**src/core/rcs_pkg.sv**
```systemverilog
/*
  Constants shared by the relay card serial control block.
  Assumes a 250 MHz system clock.
*/
package rcs_pkg;
  localparam int CLK_HZ         = 250_000_000;
  // Power-up reset hold, milliseconds (least and most)
  localparam int RST_MIN_MS     = 110;
  localparam int RST_MAX_MS     = 260;
  localparam int RST_HOLD_CYC   = (CLK_HZ / 1000) * RST_MIN_MS;
  // Bus phase clock, hertz; one half period in cycles, rounded down
  localparam int ECLK_HZ        = 1_790_000;
  localparam int ECLK_HALF_CYC  = CLK_HZ / (2 * ECLK_HZ);
  // Adapter select repeat rate, hertz, and its period in cycles
  localparam int SEL_HZ         = 1000;
  localparam int SEL_PERIOD_CYC = CLK_HZ / SEL_HZ;
  // Select pulse width in bus phase half periods
  localparam int SEL_WIDTH_HP   = 2;
  localparam int NUM_SLOTS      = 6;
  localparam int BITS_PER_BYTE  = 8;
  localparam int ID_BYTES       = 4;
  localparam int ID_BITS        = 8;
  localparam logic [5:0] CARD_SEL_IDLE = 6'h3F;
endpackage : rcs_pkg

```
**src/core/rcs_divider.sv**
```systemverilog
/*
  Half-period enable divider for the bus phase clock.
  Assumes one clock domain; o_tick pulses one cycle per half period.
*/
`timescale 1ns/10ps
module rcs_divider #(
  parameter int HALF = rcs_pkg::ECLK_HALF_CYC
) (
  // Clock and reset
  input  wire logic i_mclk,
  input  wire logic i_nrst,
  // Enable out
  output logic      o_tick
);
  logic [15:0] cnt;

  always_ff @(posedge i_mclk) begin
    if (!i_nrst) begin
      cnt    <= 16'h0000;
      o_tick <= 1'b0;
    end else if (cnt == 16'(HALF - 1)) begin
      cnt    <= 16'h0000;
      o_tick <= 1'b1;
    end else begin
      cnt    <= cnt + 16'h0001;
      o_tick <= 1'b0;
    end
  end
endmodule : rcs_divider

```
**src/core/rcs_top.sv**
```systemverilog
/*
  Backplane serial control: power-up reset hold, bus phase clock,
  adapter select pulses, card ID readout and relay data shifting.
  Assumes the card ID line is asynchronous and that relay patterns
  arrive on a same-clock request port, one byte per accepted beat.
*/
`timescale 1ns/10ps
// Summary of operation
// Hold processor reset low 110-260 ms
// Drive 1.79 MHz bus phase clock
// Adapter select low pulses at 1 kHz
// Pulse ID pointer clear high at readout start
// Low advance pulse before each ID byte
// Cards return ID as serial pulse train
// Six active-low card selects frame transfers
// Eight low clock pulses per select pulse
// Relay bits driven on serial data line
// Single high strobe after loading data
// One bit per clock, stable at edge
// Strobe only after all bytes shifted
module rcs_top #(
  parameter int RST_HOLD = rcs_pkg::RST_HOLD_CYC,
  parameter int SEL_PER  = rcs_pkg::SEL_PERIOD_CYC,
  parameter int HALF     = rcs_pkg::ECLK_HALF_CYC
) (
  // Clock and reset
  input  wire logic        i_mclk,
  input  wire logic        i_nrst,
  // Relay pattern request
  input  wire logic        i_req_valid,
  input  wire logic [2:0]  i_req_slot,
  input  wire logic [7:0]  i_req_byte,
  input  wire logic        i_req_last,
  output logic             o_req_ready,
  // Card ID result
  output logic [7:0]       o_id_byte,
  output logic [1:0]       o_id_index,
  output logic             o_id_valid,
  output logic             o_id_done,
  // Processor side
  output logic             o_mpu_rst_n,
  output logic             o_bus_phase_clk,
  output logic             o_peripheral_adapter_select_n,
  // Backplane
  input  wire logic        i_card_id_serial_in,
  output logic             o_card_id_pointer_clear,
  output logic             o_card_id_byte_advance_n,
  output logic             o_relay_shift_select_n,
  output logic             o_serial_clk_n,
  output logic             o_relay_serial_out,
  output logic             o_strobe,
  output logic [5:0]       o_card_sel_n
);
  typedef enum logic [3:0] {
    RCS_RESET, RCS_CLR, RCS_ADV, RCS_IDBIT, RCS_IDLE, RCS_SEL,
    RCS_SHIFT, RCS_NEXT, RCS_STB, RCS_DONE
  } rcs_state_e;

  rcs_state_e state;
  logic       tick;
  logic [31:0] rst_cnt;
  logic [31:0] sel_cnt;
  logic [3:0] bit_cnt;
  logic [1:0] ph;
  logic [7:0] shreg;
  logic       last;
  logic       id_s1;
  logic       id_s2;

  rcs_divider #(.HALF(HALF)) u_div (
    .i_mclk (i_mclk),
    .i_nrst (i_nrst),
    .o_tick (tick)
  );

  function automatic logic [5:0] slot_dec(input logic [2:0] s);
    slot_dec = rcs_pkg::CARD_SEL_IDLE;
    if (s < 3'(rcs_pkg::NUM_SLOTS)) begin
      slot_dec[s] = 1'b0;
    end
  endfunction : slot_dec

  // Reset hold counter; the release is a clean edge after the least time
  always_ff @(posedge i_mclk) begin
    if (!i_nrst) begin
      rst_cnt     <= 32'h00000000;
      o_mpu_rst_n <= 1'b0;
    end else if (rst_cnt == 32'(RST_HOLD - 1)) begin
      o_mpu_rst_n <= 1'b1;
    end else begin
      rst_cnt     <= rst_cnt + 32'h00000001;
    end
  end

  // Bus phase square wave
  always_ff @(posedge i_mclk) begin
    if (!i_nrst) begin
      o_bus_phase_clk <= 1'b0;
    end else if (tick) begin
      o_bus_phase_clk <= ~o_bus_phase_clk;
    end
  end

  // Periodic adapter select
  always_ff @(posedge i_mclk) begin
    if (!i_nrst) begin
      sel_cnt                       <= 32'h00000000;
      o_peripheral_adapter_select_n <= 1'b1;
    end else begin
      if (sel_cnt == 32'(SEL_PER - 1)) begin
        sel_cnt <= 32'h00000000;
      end else begin
        sel_cnt <= sel_cnt + 32'h00000001;
      end
      o_peripheral_adapter_select_n <=
        !(sel_cnt < 32'(rcs_pkg::SEL_WIDTH_HP * HALF));
    end
  end

  // ID input synchroniser; only the second stage is read by logic
  always_ff @(posedge i_mclk) begin
    if (!i_nrst) begin
      id_s1 <= 1'b0;
      id_s2 <= 1'b0;
    end else begin
      id_s1 <= i_card_id_serial_in;
      id_s2 <= id_s1;
    end
  end

  // Sequencer; every step but the request accept in RCS_IDLE and RCS_NEXT
  // waits for a half-period tick, keeping the backplane on 1.79 MHz timing
  always_ff @(posedge i_mclk) begin
    if (!i_nrst) begin
      state                    <= RCS_RESET;
      bit_cnt                  <= 4'h0;
      ph                       <= 2'h0;
      shreg                    <= 8'h00;
      last                     <= 1'b0;
      o_req_ready              <= 1'b0;
      o_id_byte                <= 8'h00;
      o_id_index               <= 2'h0;
      o_id_valid               <= 1'b0;
      o_id_done                <= 1'b0;
      o_card_id_pointer_clear  <= 1'b0;
      o_card_id_byte_advance_n <= 1'b1;
      o_relay_shift_select_n   <= 1'b1;
      o_serial_clk_n           <= 1'b1;
      o_relay_serial_out       <= 1'b0;
      o_strobe                 <= 1'b0;
      o_card_sel_n             <= rcs_pkg::CARD_SEL_IDLE;
    end else begin
      o_id_valid  <= 1'b0;
      o_req_ready <= 1'b0;
      case (state)
        RCS_RESET: begin
          if (o_mpu_rst_n && tick) begin
            o_card_id_pointer_clear <= 1'b1;
            state                   <= RCS_CLR;
          end
        end
        RCS_CLR: begin
          if (tick) begin
            o_card_id_pointer_clear  <= 1'b0;
            o_card_id_byte_advance_n <= 1'b0;
            state                    <= RCS_ADV;
          end
        end
        RCS_ADV: begin
          if (tick) begin
            o_card_id_byte_advance_n <= 1'b1;
            bit_cnt                  <= 4'h0;
            ph                       <= 2'h0;
            state                    <= RCS_IDBIT;
          end
        end
        RCS_IDBIT: begin
          // Low clock half, then sample the returned bit on the rise
          if (tick) begin
            ph <= ph + 2'h1;
            if (ph == 2'h0) begin
              o_serial_clk_n <= 1'b0;
            end else begin
              o_serial_clk_n <= 1'b1;
              ph             <= 2'h0;
              shreg          <= {shreg[6:0], id_s2};
              bit_cnt        <= bit_cnt + 4'h1;
              if (bit_cnt == 4'(rcs_pkg::ID_BITS - 1)) begin
                o_id_byte  <= {shreg[6:0], id_s2};
                o_id_valid <= 1'b1;
                o_id_index <= o_id_index + 2'h1;
                if (o_id_index == 2'(rcs_pkg::ID_BYTES - 1)) begin
                  o_id_done <= 1'b1;
                  state     <= RCS_IDLE;
                end else begin
                  o_card_id_byte_advance_n <= 1'b0;
                  state                    <= RCS_ADV;
                end
              end
            end
          end
        end
        RCS_IDLE: begin
          o_req_ready <= !o_req_ready && !i_req_valid;
          if (i_req_valid && o_req_ready) begin
            shreg                  <= i_req_byte;
            last                   <= i_req_last;
            o_card_sel_n           <= slot_dec(i_req_slot);
            o_relay_shift_select_n <= 1'b0;
            state                  <= RCS_SEL;
          end
        end
        RCS_SEL: begin
          if (tick) begin
            o_relay_shift_select_n <= 1'b1;
            o_relay_serial_out     <= shreg[7];
            bit_cnt                <= 4'h0;
            ph                     <= 2'h0;
            state                  <= RCS_SHIFT;
          end
        end
        RCS_SHIFT: begin
          // Data moves on the falling clock, so it stands a full half
          // period on both sides of the rising edge the card samples
          if (tick) begin
            if (ph == 2'h0) begin
              o_serial_clk_n     <= 1'b0;
              o_relay_serial_out <= shreg[7];
              ph                 <= 2'h1;
            end else begin
              o_serial_clk_n <= 1'b1;
              ph             <= 2'h0;
              shreg          <= {shreg[6:0], 1'b0};
              bit_cnt        <= bit_cnt + 4'h1;
              if (bit_cnt == 4'(rcs_pkg::BITS_PER_BYTE - 1)) begin
                state <= last ? RCS_STB : RCS_NEXT;
              end
            end
          end
        end
        RCS_NEXT: begin
          o_req_ready <= !o_req_ready && !i_req_valid;
          if (i_req_valid && o_req_ready) begin
            shreg                  <= i_req_byte;
            last                   <= i_req_last;
            o_relay_shift_select_n <= 1'b0;
            state                  <= RCS_SEL;
          end
        end
        RCS_STB: begin
          if (tick) begin
            o_strobe <= 1'b1;
            state    <= RCS_DONE;
          end
        end
        RCS_DONE: begin
          if (tick) begin
            o_strobe     <= 1'b0;
            o_card_sel_n <= rcs_pkg::CARD_SEL_IDLE;
            state        <= RCS_IDLE;
          end
        end
        default: state <= RCS_IDLE;
      endcase
    end
  end
endmodule : rcs_top

```
**config.mk**
```make
export PLATFORM = sky130hd
export DESIGN_NAME = rcs_top
export DESIGN_NICKNAME = d
export VERILOG_FILES = /design/src/core/rcs_pkg.sv /design/src/core/rcs_divider.sv /design/src/core/rcs_top.sv
export SDC_FILE = /design/constraint.sdc
export NUM_CORES = 1
export LEC_CHECK = 0
export ABC_CLOCK_PERIOD_IN_PS = 2100
export BUFFER_PORTS_ARGS = -buffer_cell sky130_fd_sc_hd__buf_2
export CAP_MARGIN = 20
export CORE_AREA = 4 4 127 129
export DETAILED_ROUTE_END_ITERATION = 6
export DIE_AREA = 0 0 131 133
export PLACE_DENSITY = 0.69
export SLEW_MARGIN = 30
export SYNTH_ARGS = -nofsm -noshare
export SYNTH_HDL_FRONTEND = slang
export SYNTH_SLANG_ARGS = --single-unit
```
**constraint.sdc**
```tcl
create_clock -name i_mclk -period 2.1 [get_ports i_mclk]
set_input_delay 0 -clock i_mclk [delete_from_list [all_inputs] [get_ports i_mclk]]
set_output_delay 0 -clock i_mclk [all_outputs]
set_load 0.005 [all_outputs]
```
# == Yosys cells after proc, flatten, opt, wreduce, memory -nomap -nowiden ==
# Index checks and enable logic that the tools add are counted.
# totals
register_bits,130
out_inout_bits,28
in_bits,16
elab_cells,171
# op_classes
n_bitwise,6
n_reduce_logical,39
magnitude_cmp,4
addsub,6
eq_ne,33
n_mux,57
# op_table
operator,n
4-bit 2-to-1 mux,17
32-bit by 1-bit adder with 32-bit output (second input constant),2
8-bit 2-to-1 mux,5
4-bit one-hot mux with 9 select lines,1
32-bit by 18-bit == test with 1-bit output (second input constant),1
32-bit by 25-bit == test with 1-bit output (second input constant),1
32-bit by 8-bit less-than comparator with 1-bit output (second input constant),1
8-bit one-hot mux with 3 select lines,1
4-bit by 3-bit == test with 1-bit output (second input constant),5
2-bit by 1-bit != test with 1-bit output (second input constant),10
6-bit 2-to-1 mux,3
2-bit != test (second input constant),9
16-bit by 1-bit adder with 16-bit output (second input constant),1
16-bit by 7-bit == test with 1-bit output (second input constant),1
1-bit 2-to-1 mux,16
4-bit AND reduction,4
13-bit AND reduction,1
6-bit one-hot mux with 2 select lines,1
3-bit AND reduction,4
2-bit nonzero test,6
2-bit OR reduction,5
3-bit nonzero test,3
4-bit by 2-bit == test with 1-bit output (second input constant),2
4-bit == test (second input constant),2
other kinds (25),43

# == Depth between registers and ports, before layout ==
# Gate-level depths: netlist of run 1.
# logic_depth
ltp_word,8
mapped_depth,8
depth_no_buf,7

# == Hierarchy ==
# A second synthesis of run 1 with hierarchy kept.
# unflattened
cells_unflattened,706
area_unflattened_um2,6248.5
# modules_own_cells
module,area_per_inst_um2,seq_area_each_um2,instances,cells_per_inst
rcs_top,5395.2,2262.2,1,617
rcs_divider,853.3,340.3,1,89

# == Worst setup path before layout of run 1 ==
# No wires, ideal clock.
# synth_path
path_kind,register to register
startpoint,register sel_cnt[19]
endpoint,register sel_cnt[11]
path_stages_with_launch,7
synth_period_minus_slack_ps,1965
path_buffers,1
setup_slack_ps,135
setup_ps,115
t_required_ps,1985
t_arrival_ps,1850
path_cell_list,dfxtp_1 nor4_1 nand4_1 or4_4 o41ai_4 buf_6 nor2_1
# synth_via
elab_chain_cells,2
# synth_rtl
item,line,source
from (decl),rcs_top.sv:62,logic [31:0] sel_cnt;
from (signal assigned),rcs_top.sv:113,sel_cnt <= sel_cnt + 32'h00000001;
32-bit by 18-bit == test with 1-bit output,rcs_top.sv:110,if (sel_cnt == 32'(SEL_PER - 1)) begin
2-bit OR reduction (no line),--,
# No other way between the ends.
# A chain may end at the register's enable or synchronous reset.

# == Worst setup path after layout of run 1 ==
# layout_path
startpoint,register sel_cnt[30]
endpoint,register sel_cnt[8]
# Same word-level chain as after synthesis.

==> impl_metrics.yaml, run 1 <==
outcome:
  status: "finished clean"
global_routing:
  first_global_vias: 4744
  overflow: 0
  grt_max_degree: 35
  grt_pass1_wl_um: 22060
  antenna_found_initial: 0
  grt_use_total: 0.1541
die:
  num_io_pins: 44
  die_height_um: 133
  rows: 45
  start_util: 0.3941
  fp.dieArea_um2: 17420
  dieWidth_um: 131
  core-area_um2: 15030
critical_path:
  reg2reg_from: "sel_cnt[30]$_SDFF_PP0_"
  crit_type: "reg -> reg"
  end_kind: "flip-flop"
  crit_family: "simple AND/OR/NAND/NOR gates"
  startpoint_type: "flip-flop"
  slowest_stage: "or4_4"
  r2r_end: "sel_cnt[8]$_SDFF_PP0_"
  worst-path-buf-inv: 1
  startpoint: "sel_cnt[30]$_SDFF_PP0_"
  worstPathRequired_ps: 2400
  crit_chain: "nor4_2 > nand4_1 > or4_4 > o41ai_4 > buf_4 > nor2_1"
  worstRegToRegCells: 6
  cp_max_fo: 8
  critical-path-max-stage-delay_ps: 460
  rrSetupSlack_ps: 120
  worstPathArrival_ps: 2280
cells_and_area:
  drive_above_1_share: 0.1601
  area_growth_pct: 24.58
  nets: 792
  n_antenna_cell: 0
  nFillCells: 1389
  finalNonFillerCells: 969
  final_util: 0.4910
power_and_ir_drop:
  power_density_nw_per_um2: 812.4
  vdd_drop_max_mv: 0.6201
  p_leak_nw: 2.931
logic_synthesis:
  synth-edff-count: 0
  synth_area_leaders: "dfxtp_1 44%, xor2_1 8.1%, nor2_1 7.8%, mux2i_1 3.7%, nand4_1 3.3%"
  synth_ff_type: "dfxtp_1"
  synthArstFlopShare: 0
  netlist_instances: 680
  netlist_area_um2: 5924
  ys_types: 55
  ys_seq_area_frac: 0.4393
  synth_most_common_cell: "dfxtp_1"
  ys_ff_latch: 130
  synth_common_cells: "130 x dfxtp_1, 123 x nor2_1, 55 x xor2_1"
  syn_avg_cell_area_um2: 8.712
  yosys_warnings: 0
  syn_nets: 704
  synth_top_area_share: 0.4393
  yosysTopAreaCell: "dfxtp_1"
detailed_routing:
  finalWirelength_um: 12910
  drc: 0
  drt-vias-per-instance: 5.180
  vias: 5019
  drtIter0Drc: 345
  postRouteAntennaNets: 0
  wl_per_cell_um: 13.32
  drt_first_pass_iters: 4
placement:
  place_ws_ps: -27.03
  routabilityCongestion: 0.7992
  placedCellCount: 924
  io_buffers: 43
  dpl.hpwl_um: 8542
sta:
  relSlewSlack: 0.6038
  layout_setup_ws_ps: 118.9
  hold_viol_final: 0
  drv_slew: 0
  tightest_slew_ps: 588.9
  rsz0062_at_grt: "yes"
  setup_violations: 0
  fmax_ghz: 0.5048
  finalCriticalPeriod_ps: 1981
  layout_worst_path_cycle_share: 0.9434
  finClkSkew_ps: 7.195
job:
  maxCapViolCount: 0
min_path:
  whs_path_depth: 4
  worstHoldEndpoint: "o_card_sel_n[4]$_SDFFE_PN1P_"
  hold_start: "i_req_slot[1]"
  min_path_type: "in -> reg"
cts:
  h-tree-depth: 4
  cts_inserted_buffers: 17
  cts_tree: "yes"
  cts_sinks: 130
  clockBufferDepth: 2
  clk_latency_ps: 410
  path_clk_slew_ps: 60
  clockRootBuffer: "clkbuf_16"
-- through the flow --
stage	power (mW)	cell area (um^2)	hold WS, ps	TNS [ps]
final	5.996	7381	32.12	0
after global routing	6.184	7381	55.36	-21.15
after CTS	6.052	7351	16.61	0
after detailed placement	2.667	6548	217.7	-243.9
after global placement	2.665	6548	207.2	0
after floorplan	2.626	5924	76.74	0
-- sequential cells by signal, indices dropped and copies added, names as in the netlist, 2 cells and up --
register and flops:
rst_cnt 32, sel_cnt 32, u_div.cnt 16, o_id_byte 8
shreg 8, o_card_sel_n 6, bit_cnt 4, state 4
o_id_index 2, ph 2
-- kinds of logic after synthesis --
kind of cell / count (synthesis) / synth area share
mux: 22 / 0.03717
buf+inv: 41 / 0.03041
compound gates: 71 / 0.08110
flops: 130 / 0.4393
fa+ha+maj: 8 / 0.01690
xor+xnor: 72 / 0.1064
simple gates: 336 / 0.2887
-- cell usage in the layout (no fill, tap or decap), types with 14 or more instances in the layout --
| cell | synthesis | layout |
|---|---|---|
| mux2i_1 | 22 | 22 |
| o21ai_0 | 16 | 16 |
| xnor2_1 | 17 | 17 |
| buf_2 | 3 | 43 |
| nand3_1 | 37 | 37 |
| buf_4 | 0 | 39 |
| dfxtp_1 | 130 | 130 |
| nand4_1 | 31 | 31 |
| clkbuf_16 | 0 | 17 |
| nand2_1 | 40 | 40 |
| and3_1 | 22 | 22 |
| a21oi_1 | 14 | 14 |
| nor2_1 | 123 | 123 |
| xor2_1 | 55 | 55 |
-- routing by layer --
layer  routed length (um)  GRT usage  up-vias
met5                    0          0        -
met4                  140    0.04800        0
met3                  632    0.05208       15
met2                 5976     0.2336       86
met1                 6156     0.2063     2347
li1                     -          -     2571
-- worst max path at each step --
stage,endpoint,slack [ps],depth (start not counted)
CTS,sel_cnt[27]$_SDFF_PP0_,10,6
floorplan,sel_cnt[11]$_SDFF_PP0_,140,6
global placement,sel_cnt[7]$_SDFF_PP0_,80,6
global route,sel_cnt[4]$_SDFF_PP0_,-6,6
finish,sel_cnt[8]$_SDFF_PP0_,120,6
detailed placement,sel_cnt[27]$_SDFF_PP0_,-30,6
-- power breakdown --
part | switching (mW) | total [mW] | internal, mW
registers | 0.0179 | 2.50 | 2.49
logic | 0.0733 | 0.132 | 0.0586
clock network | 1.05 | 3.36 | 2.31
total | 1.14 | 6.00 | 4.86
-- worst min-delay path, cell delays in order --
cell and delay, ps:
buf_2 90, nor2b_1 40, and3_1 150, o21ai_0 120
-- layout make-up --
| class | count | area, um^2 | share of cell area |
|---|---|---|---|
| multi-input combinational | 509 | 3163 | 0.4285 |
| tap | 188 | 235.2 | 0.03187 |
| clock inverter | 10 | 202.7 | 0.02746 |
| clock buffer | 22 | 474.2 | 0.06425 |
| inverter | 14 | 52.55 | 0.007120 |
| timing repair buffer | 96 | 650.6 | 0.08815 |
| sequential | 130 | 2603 | 0.3526 |
-- timing repair --
action / 4_1_cts / 5_1_grt
hold endpoints to repair: 18 / 0
setup buffers: 0 / 0
cloned: 0 / 1
gates resized for setup: 1 / 6
pin swaps: 0 / 1
endpoints found under the setup margin: 31 / 40
hold buffers: 12 / 0
Note: power is estimated with default switching activity, not from simulation.
==> run 2: changes to the inputs <==
CTS_BUF_LIST = sky130_fd_sc_hd__clkbuf_16   (was unset)
==> run 2 against run 1 <==
Against the previous run:
- critical path depth stayed put
- non-clock buffer count is 1 lower
- clock skew is 3.2 ps lower
- utilization is 0.27 points lower
- via count is 0.70% lower
- worst setup slack worse by 13 ps
- first-iteration DRC count is 0.58% lower
- sequential share of layout area is 0.19 points higher
- final cell count is 0.10% lower
- sequential power hardly changed
- critical path type unchanged
==> impl_metrics.yaml, run 2 (synthesis results as in run 1) <==
min_path:
  min_path_type: "in -> reg"
cts:
  clk_latency_ps: 410
  cts_inserted_buffers: 17
  cts_tree: "yes"
  clockBufferDepth: 2
  clockRootBuffer: "clkbuf_16"
  cts_sinks: 130
  path_clk_slew_ps: 50
  h-tree-depth: 4
cells_and_area:
  drive_above_1_share: 0.1564
  finalNonFillerCells: 968
  final_util: 0.4883
  n_antenna_cell: 0
  final_common_cell: "dfxtp_1"
  nets: 791
  area_growth_pct: 23.91
  layout_common_cells: "130 x dfxtp_1, 123 x nor2_1, 55 x xor2_1, 43 x buf_2, 40 x nand2_1"
  stdcell_area_um2: 7341
  reg_top3: "rst_cnt: 32 flops, sel_cnt: 32 flops, u_div.cnt: 16 flops"
detailed_routing:
  vias: 4984
  finalWirelength_um: 12930
  drt-vias-per-instance: 5.149
  postRouteAntennaNets: 0
  drtIter0Drc: 343
  drc: 0
  wl_per_cell_um: 13.36
  drt_first_pass_iters: 4
power_and_ir_drop:
  power_density_nw_per_um2: 799.4
  vdd_drop_max_mv: 0.6007
  p_leak_nw: 2.918
global_routing:
  grt_pass1_wl_um: 22020
  overflow: 0
  first_global_vias: 4721
  grt_use_total: 0.1534
  grt_max_degree: 35
  antenna_found_initial: 0
die:
  fp.dieArea_um2: 17420
  num_io_pins: 44
  die_height_um: 133
  rows: 45
  dieWidth_um: 131
  core-area_um2: 15030
  start_util: 0.3941
placement:
  place_area_um2: 6548
  dpl.hpwl_um: 8542
  place_ws_ps: -27.03
  placedCellCount: 924
  routabilityCongestion: 0.7992
  io_buffers: 43
job:
  maxCapViolCount: 0
sta:
  rsz0062_at_grt: "yes"
  tightest_slew_ps: 588.1
  relSlewSlack: 0.6043
  finClkSkew_ps: 3.987
  hold_viol_final: 0
  fmax_ghz: 0.5015
  layout_setup_ws_ps: 106.0
  drv_slew: 0
  setup_violations: 0
  fin_tns_setup_ps: 0
  finalCriticalPeriod_ps: 1994
  layout_worst_path_cycle_share: 0.9495
critical_path:
  startpoint_type: "flip-flop"
  crit_type: "reg -> reg"
  end_kind: "flip-flop"
  worstPathArrival_ps: 2300
  worstPathRequired_ps: 2400
  cp_max_fo: 8
outcome:
  status: "finished clean"
[run 2: changes by cell type in the layout (fill, tap and decap cells not counted)]
| cell | before | now |
|---|---|---|
| clkbuf_8 | 3 | 0 |
| clkinv_1 | 0 | 3 |
| clkbuf_1 | 2 | 0 |
| inv_1 | 13 | 15 |
| dlygate4sd3_1 | 12 | 11 |
[run 2: where the power goes]
part | switching [mW] | internal, mW
registers | 0.0179 | 2.49
clock network | 1.04 | 2.19
logic | 0.0734 | 0.0574
[run 2: path summary, 6_finish.rpt]
kind | cells after the start | to | slack, ps | startpoint
worst max register to register | 6 | sel_cnt[22]$_SDFF_PP0_ | 110 | sel_cnt[22]$_SDFF_PP0_
worst max-delay path | 6 | sel_cnt[22]$_SDFF_PP0_ | 110 | sel_cnt[22]$_SDFF_PP0_
worst min register to register | 1 | id_s2$_SDFF_PN0_ | 440 | id_s1$_SDFF_PN0_
worst min-delay path | 3 | shreg[0]$_SDFFE_PN0P_ | 30 | i_req_byte[0]
[run 2: routing by layer]
metal / vias up / global-route usage / share of wire
li1: 2565 / - / -
met4: 0 / 0.04457 / 0.0093
met3: 8 / 0.05168 / 0.053
met5: - / 0 / 0
met1: 2323 / 0.2068 / 0.47
met2: 88 / 0.2325 / 0.46
[run 2: critical path, cell delays in order (launching register included)]
cell	delay (ps)
dfxtp_1	350
nor4_1	290
nand4_1	130
or4_4	460
o41ai_4	350
buf_4	250
nor2_1	60
[run 2: repair_timing]
action,in CTS,in global routing
gates cloned,0,1
setup endpoints to repair,30,40
endpoints found under the hold margin,17,0
setup buffers,0,0
hold buffers,11,0
resized for setup,1,6
pin swaps,0,1
[run 2: final cells by class]
class | instances | area [um^2]
Fill cell | 1395 | 7692
Clock inverter | 15 | 221.5
Multi-Input combinational cell | 509 | 3163
Sequential cell | 130 | 2603
Tap cell | 188 | 235.2
Timing Repair Buffer | 95 | 640.6
Inverter | 14 | 52.55
Clock buffer | 17 | 425.4
[run 2: per-stage QoR]
step	hold WS, ps	total power, mW
global route	42.34	6.055
CTS	0.5096	5.925
global placement	207.2	2.665
finish	26.53	5.868
detailed placement	217.7	2.667
floorplan	76.74	2.626
==> run 3: changes to the inputs <==
CORE_AREA = 4 4 110 112   (was 4 4 127 129)
DIE_AREA = 0 0 114 116   (was 0 0 131 133)
PLACE_DENSITY = 0.86   (was 0.69)
==> run 3 against run 2 <==
Against the previous run:
- combinational power up 5%
- power down 9.9%
- global-route usage up 6.6 points
- worst hold slack better by 22 ps
- sequential power about the same
- clock skew up 5.7 ps
- first-iteration DRC count down 3.2%
- non-clock buffer count down 6
- count of clock-buffer cells in the layout unchanged
- worst setup slack about the same
- cell area down 2.6%
- register-to-register slack about the same
- highest routed layer unchanged
==> impl_metrics.yaml, run 3 (synthesis results as in run 1) <==
die:
  num_io_pins: 44
  start_util: 0.5279
  fp.dieArea_um2: 13220
  die_height_um: 116
  core-area_um2: 11220
  dieWidth_um: 114
  rows: 39
cts:
  cts_sinks: 130
  cts_tree: "yes"
  clockRootBuffer: "clkbuf_16"
  clockBufferDepth: 2
  clk_latency_ps: 410
  h-tree-depth: 4
  cts_inserted_buffers: 17
  path_clk_slew_ps: 60
critical_path:
  crit_chain: "nor4_1 > nand4_1 > or4_4 > o41ai_4 > buf_4 > nor2_1"
  end_kind: "flip-flop"
  critical-path-max-stage-delay_ps: 450
  cp_num_cells: 6
  cp_max_fo: 9
  r2r_end: "sel_cnt[19]$_SDFF_PP0_"
  rrSetupSlack_ps: 110
  reg2reg_from: "sel_cnt[30]$_SDFF_PP0_"
  startpoint: "sel_cnt[30]$_SDFF_PP0_"
  startpoint_type: "flip-flop"
  slowest_stage: "or4_4"
  worstPathRequired_ps: 2400
  worst-path-buf-inv: 1
  crit_family: "simple AND/OR/NAND/NOR gates"
  worstPathArrival_ps: 2290
  endpoint: "sel_cnt[19]$_SDFF_PP0_"
  crit_type: "reg -> reg"
  worstRegToRegCells: 6
detailed_routing:
  wl_per_cell_um: 15.34
  drtIter0Drc: 332
  postRouteAntennaNets: 0
  drc: 0
  drt_first_pass_iters: 7
  finalWirelength_um: 14060
  vias: 5234
  drt-vias-per-instance: 5.708
power_and_ir_drop:
  vdd_drop_max_mv: 0.5058
  p_leak_nw: 2.849
  power_density_nw_per_um2: 739.5
cells_and_area:
  final_common_cell: "dfxtp_1"
  stdcell_area_um2: 7153
  area_growth_pct: 20.74
  final_util: 0.6373
  drive_above_1_share: 0.1537
  layout_common_cells: "129 x dfxtp_1, 123 x nor2_1, 55 x xor2_1, 43 x buf_2, 40 x nand2_1"
  nFillCells: 854
  nets: 786
  n_antenna_cell: 0
  reg_top3: "rst_cnt: 32 flops, sel_cnt: 32 flops, u_div.cnt: 16 flops"
global_routing:
  grt_use_total: 0.2195
  overflow: 0
  grt_pass1_wl_um: 23870
  antenna_found_initial: 0
  first_global_vias: 5205
  grt_max_degree: 40
sta:
  hold_viol_final: 0
  layout_setup_ws_ps: 106.2
  tightest_slew_ps: 519.3
  fmax_ghz: 0.5016
  drv_slew: 0
  finClkSkew_ps: 9.654
  finalCriticalPeriod_ps: 1994
  relSlewSlack: 0.6506
  setup_violations: 0
  layout_worst_path_cycle_share: 0.9494
placement:
  io_buffers: 43
  routabilityCongestion: 0.8439
  place_ws_ps: -82.32
  place_area_um2: 6424
  dpl.hpwl_um: 9344
min_path:
  min_path_type: "in -> reg"
job:
  maxCapViolCount: 0
outcome:
  status: "finished clean"
[run 3: power by group]
group	switching, mW	internal [mW]	total (mW)
clock network	1.06	1.59	2.65
logic	0.0772	0.0600	0.137
registers	0.0190	2.48	2.50
total	1.15	4.14	5.29
[run 3: per-stage QoR]
step | total power [mW] | std cells | hold WS (ps) | TNS (ps)
after global routing | 5.464 | 917 | 98.43 | -2.659
after global placement | 2.658 | 870 | 207.6 | 0
final | 5.290 | 917 | 48.05 | 0
after CTS | 5.296 | 913 | 41.41 | 0
after floorplan | 2.626 | 680 | 76.74 | 0
after detailed placement | 2.665 | 870 | 227.4 | -1691
[run 3: how the worst min path moves through the flow]
| stage | startpoint | to | slack (ps) | cells after the start |
|---|---|---|---|---|
| after floorplan | i_req_valid | o_req_ready$_SDFF_PN0_ | 80 | 1 |
| after global placement | i_card_id_serial_in | id_s1$_SDFF_PN0_ | 210 | 2 |
| after detailed placement | i_req_valid | o_req_ready$_SDFF_PN0_ | 230 | 2 |
| after CTS | i_req_slot[0] | o_card_sel_n[2]$_SDFFE_PN1P_ | 40 | 4 |
| after global routing | i_req_slot[1] | o_card_sel_n[1]$_SDFFE_PN1P_ | 100 | 4 |
| final | i_req_slot[0] | o_card_sel_n[2]$_SDFFE_PN1P_ | 50 | 4 |
[run 3: metal layers]
layer  track usage  vias up  part of all wire
li1              -     2560                 -
met1        0.2592     2488              0.43
met2        0.3817      163              0.51
met3       0.05692       23             0.055
met4       0.08709        0             0.013
met5             0        -                 0
[run 3: repair_timing]
| action | in CTS | in global routing |
|---|---|---|
| gates cloned | 0 | 2 |
| buffers inserted | 0 | 2 |
| pin swaps | 0 | 1 |
| hold buffers | 12 | 0 |
| endpoints found under the hold margin | 19 | 0 |
| resized for setup | 1 | 11 |
| endpoints found under the setup margin | 32 | 44 |
[run 3: tightest hold or removal path, cell delays in order]
cell and delay [ps]:
buf_2 90, a31oi_1 50, and3_1 160, o21ai_0 120
[run 3: cell type report]
cell class              count  area [um^2]  area share
clock buffers              17        425.4     0.05947
clock inverters            14        102.6     0.01434
inverters                  14        52.55    0.007347
multi-input cells         510         3192      0.4462
flip-flops and latches    130         2604      0.3640
well taps                 143        178.9     0.02501
repair buffers             89        598.1     0.08361
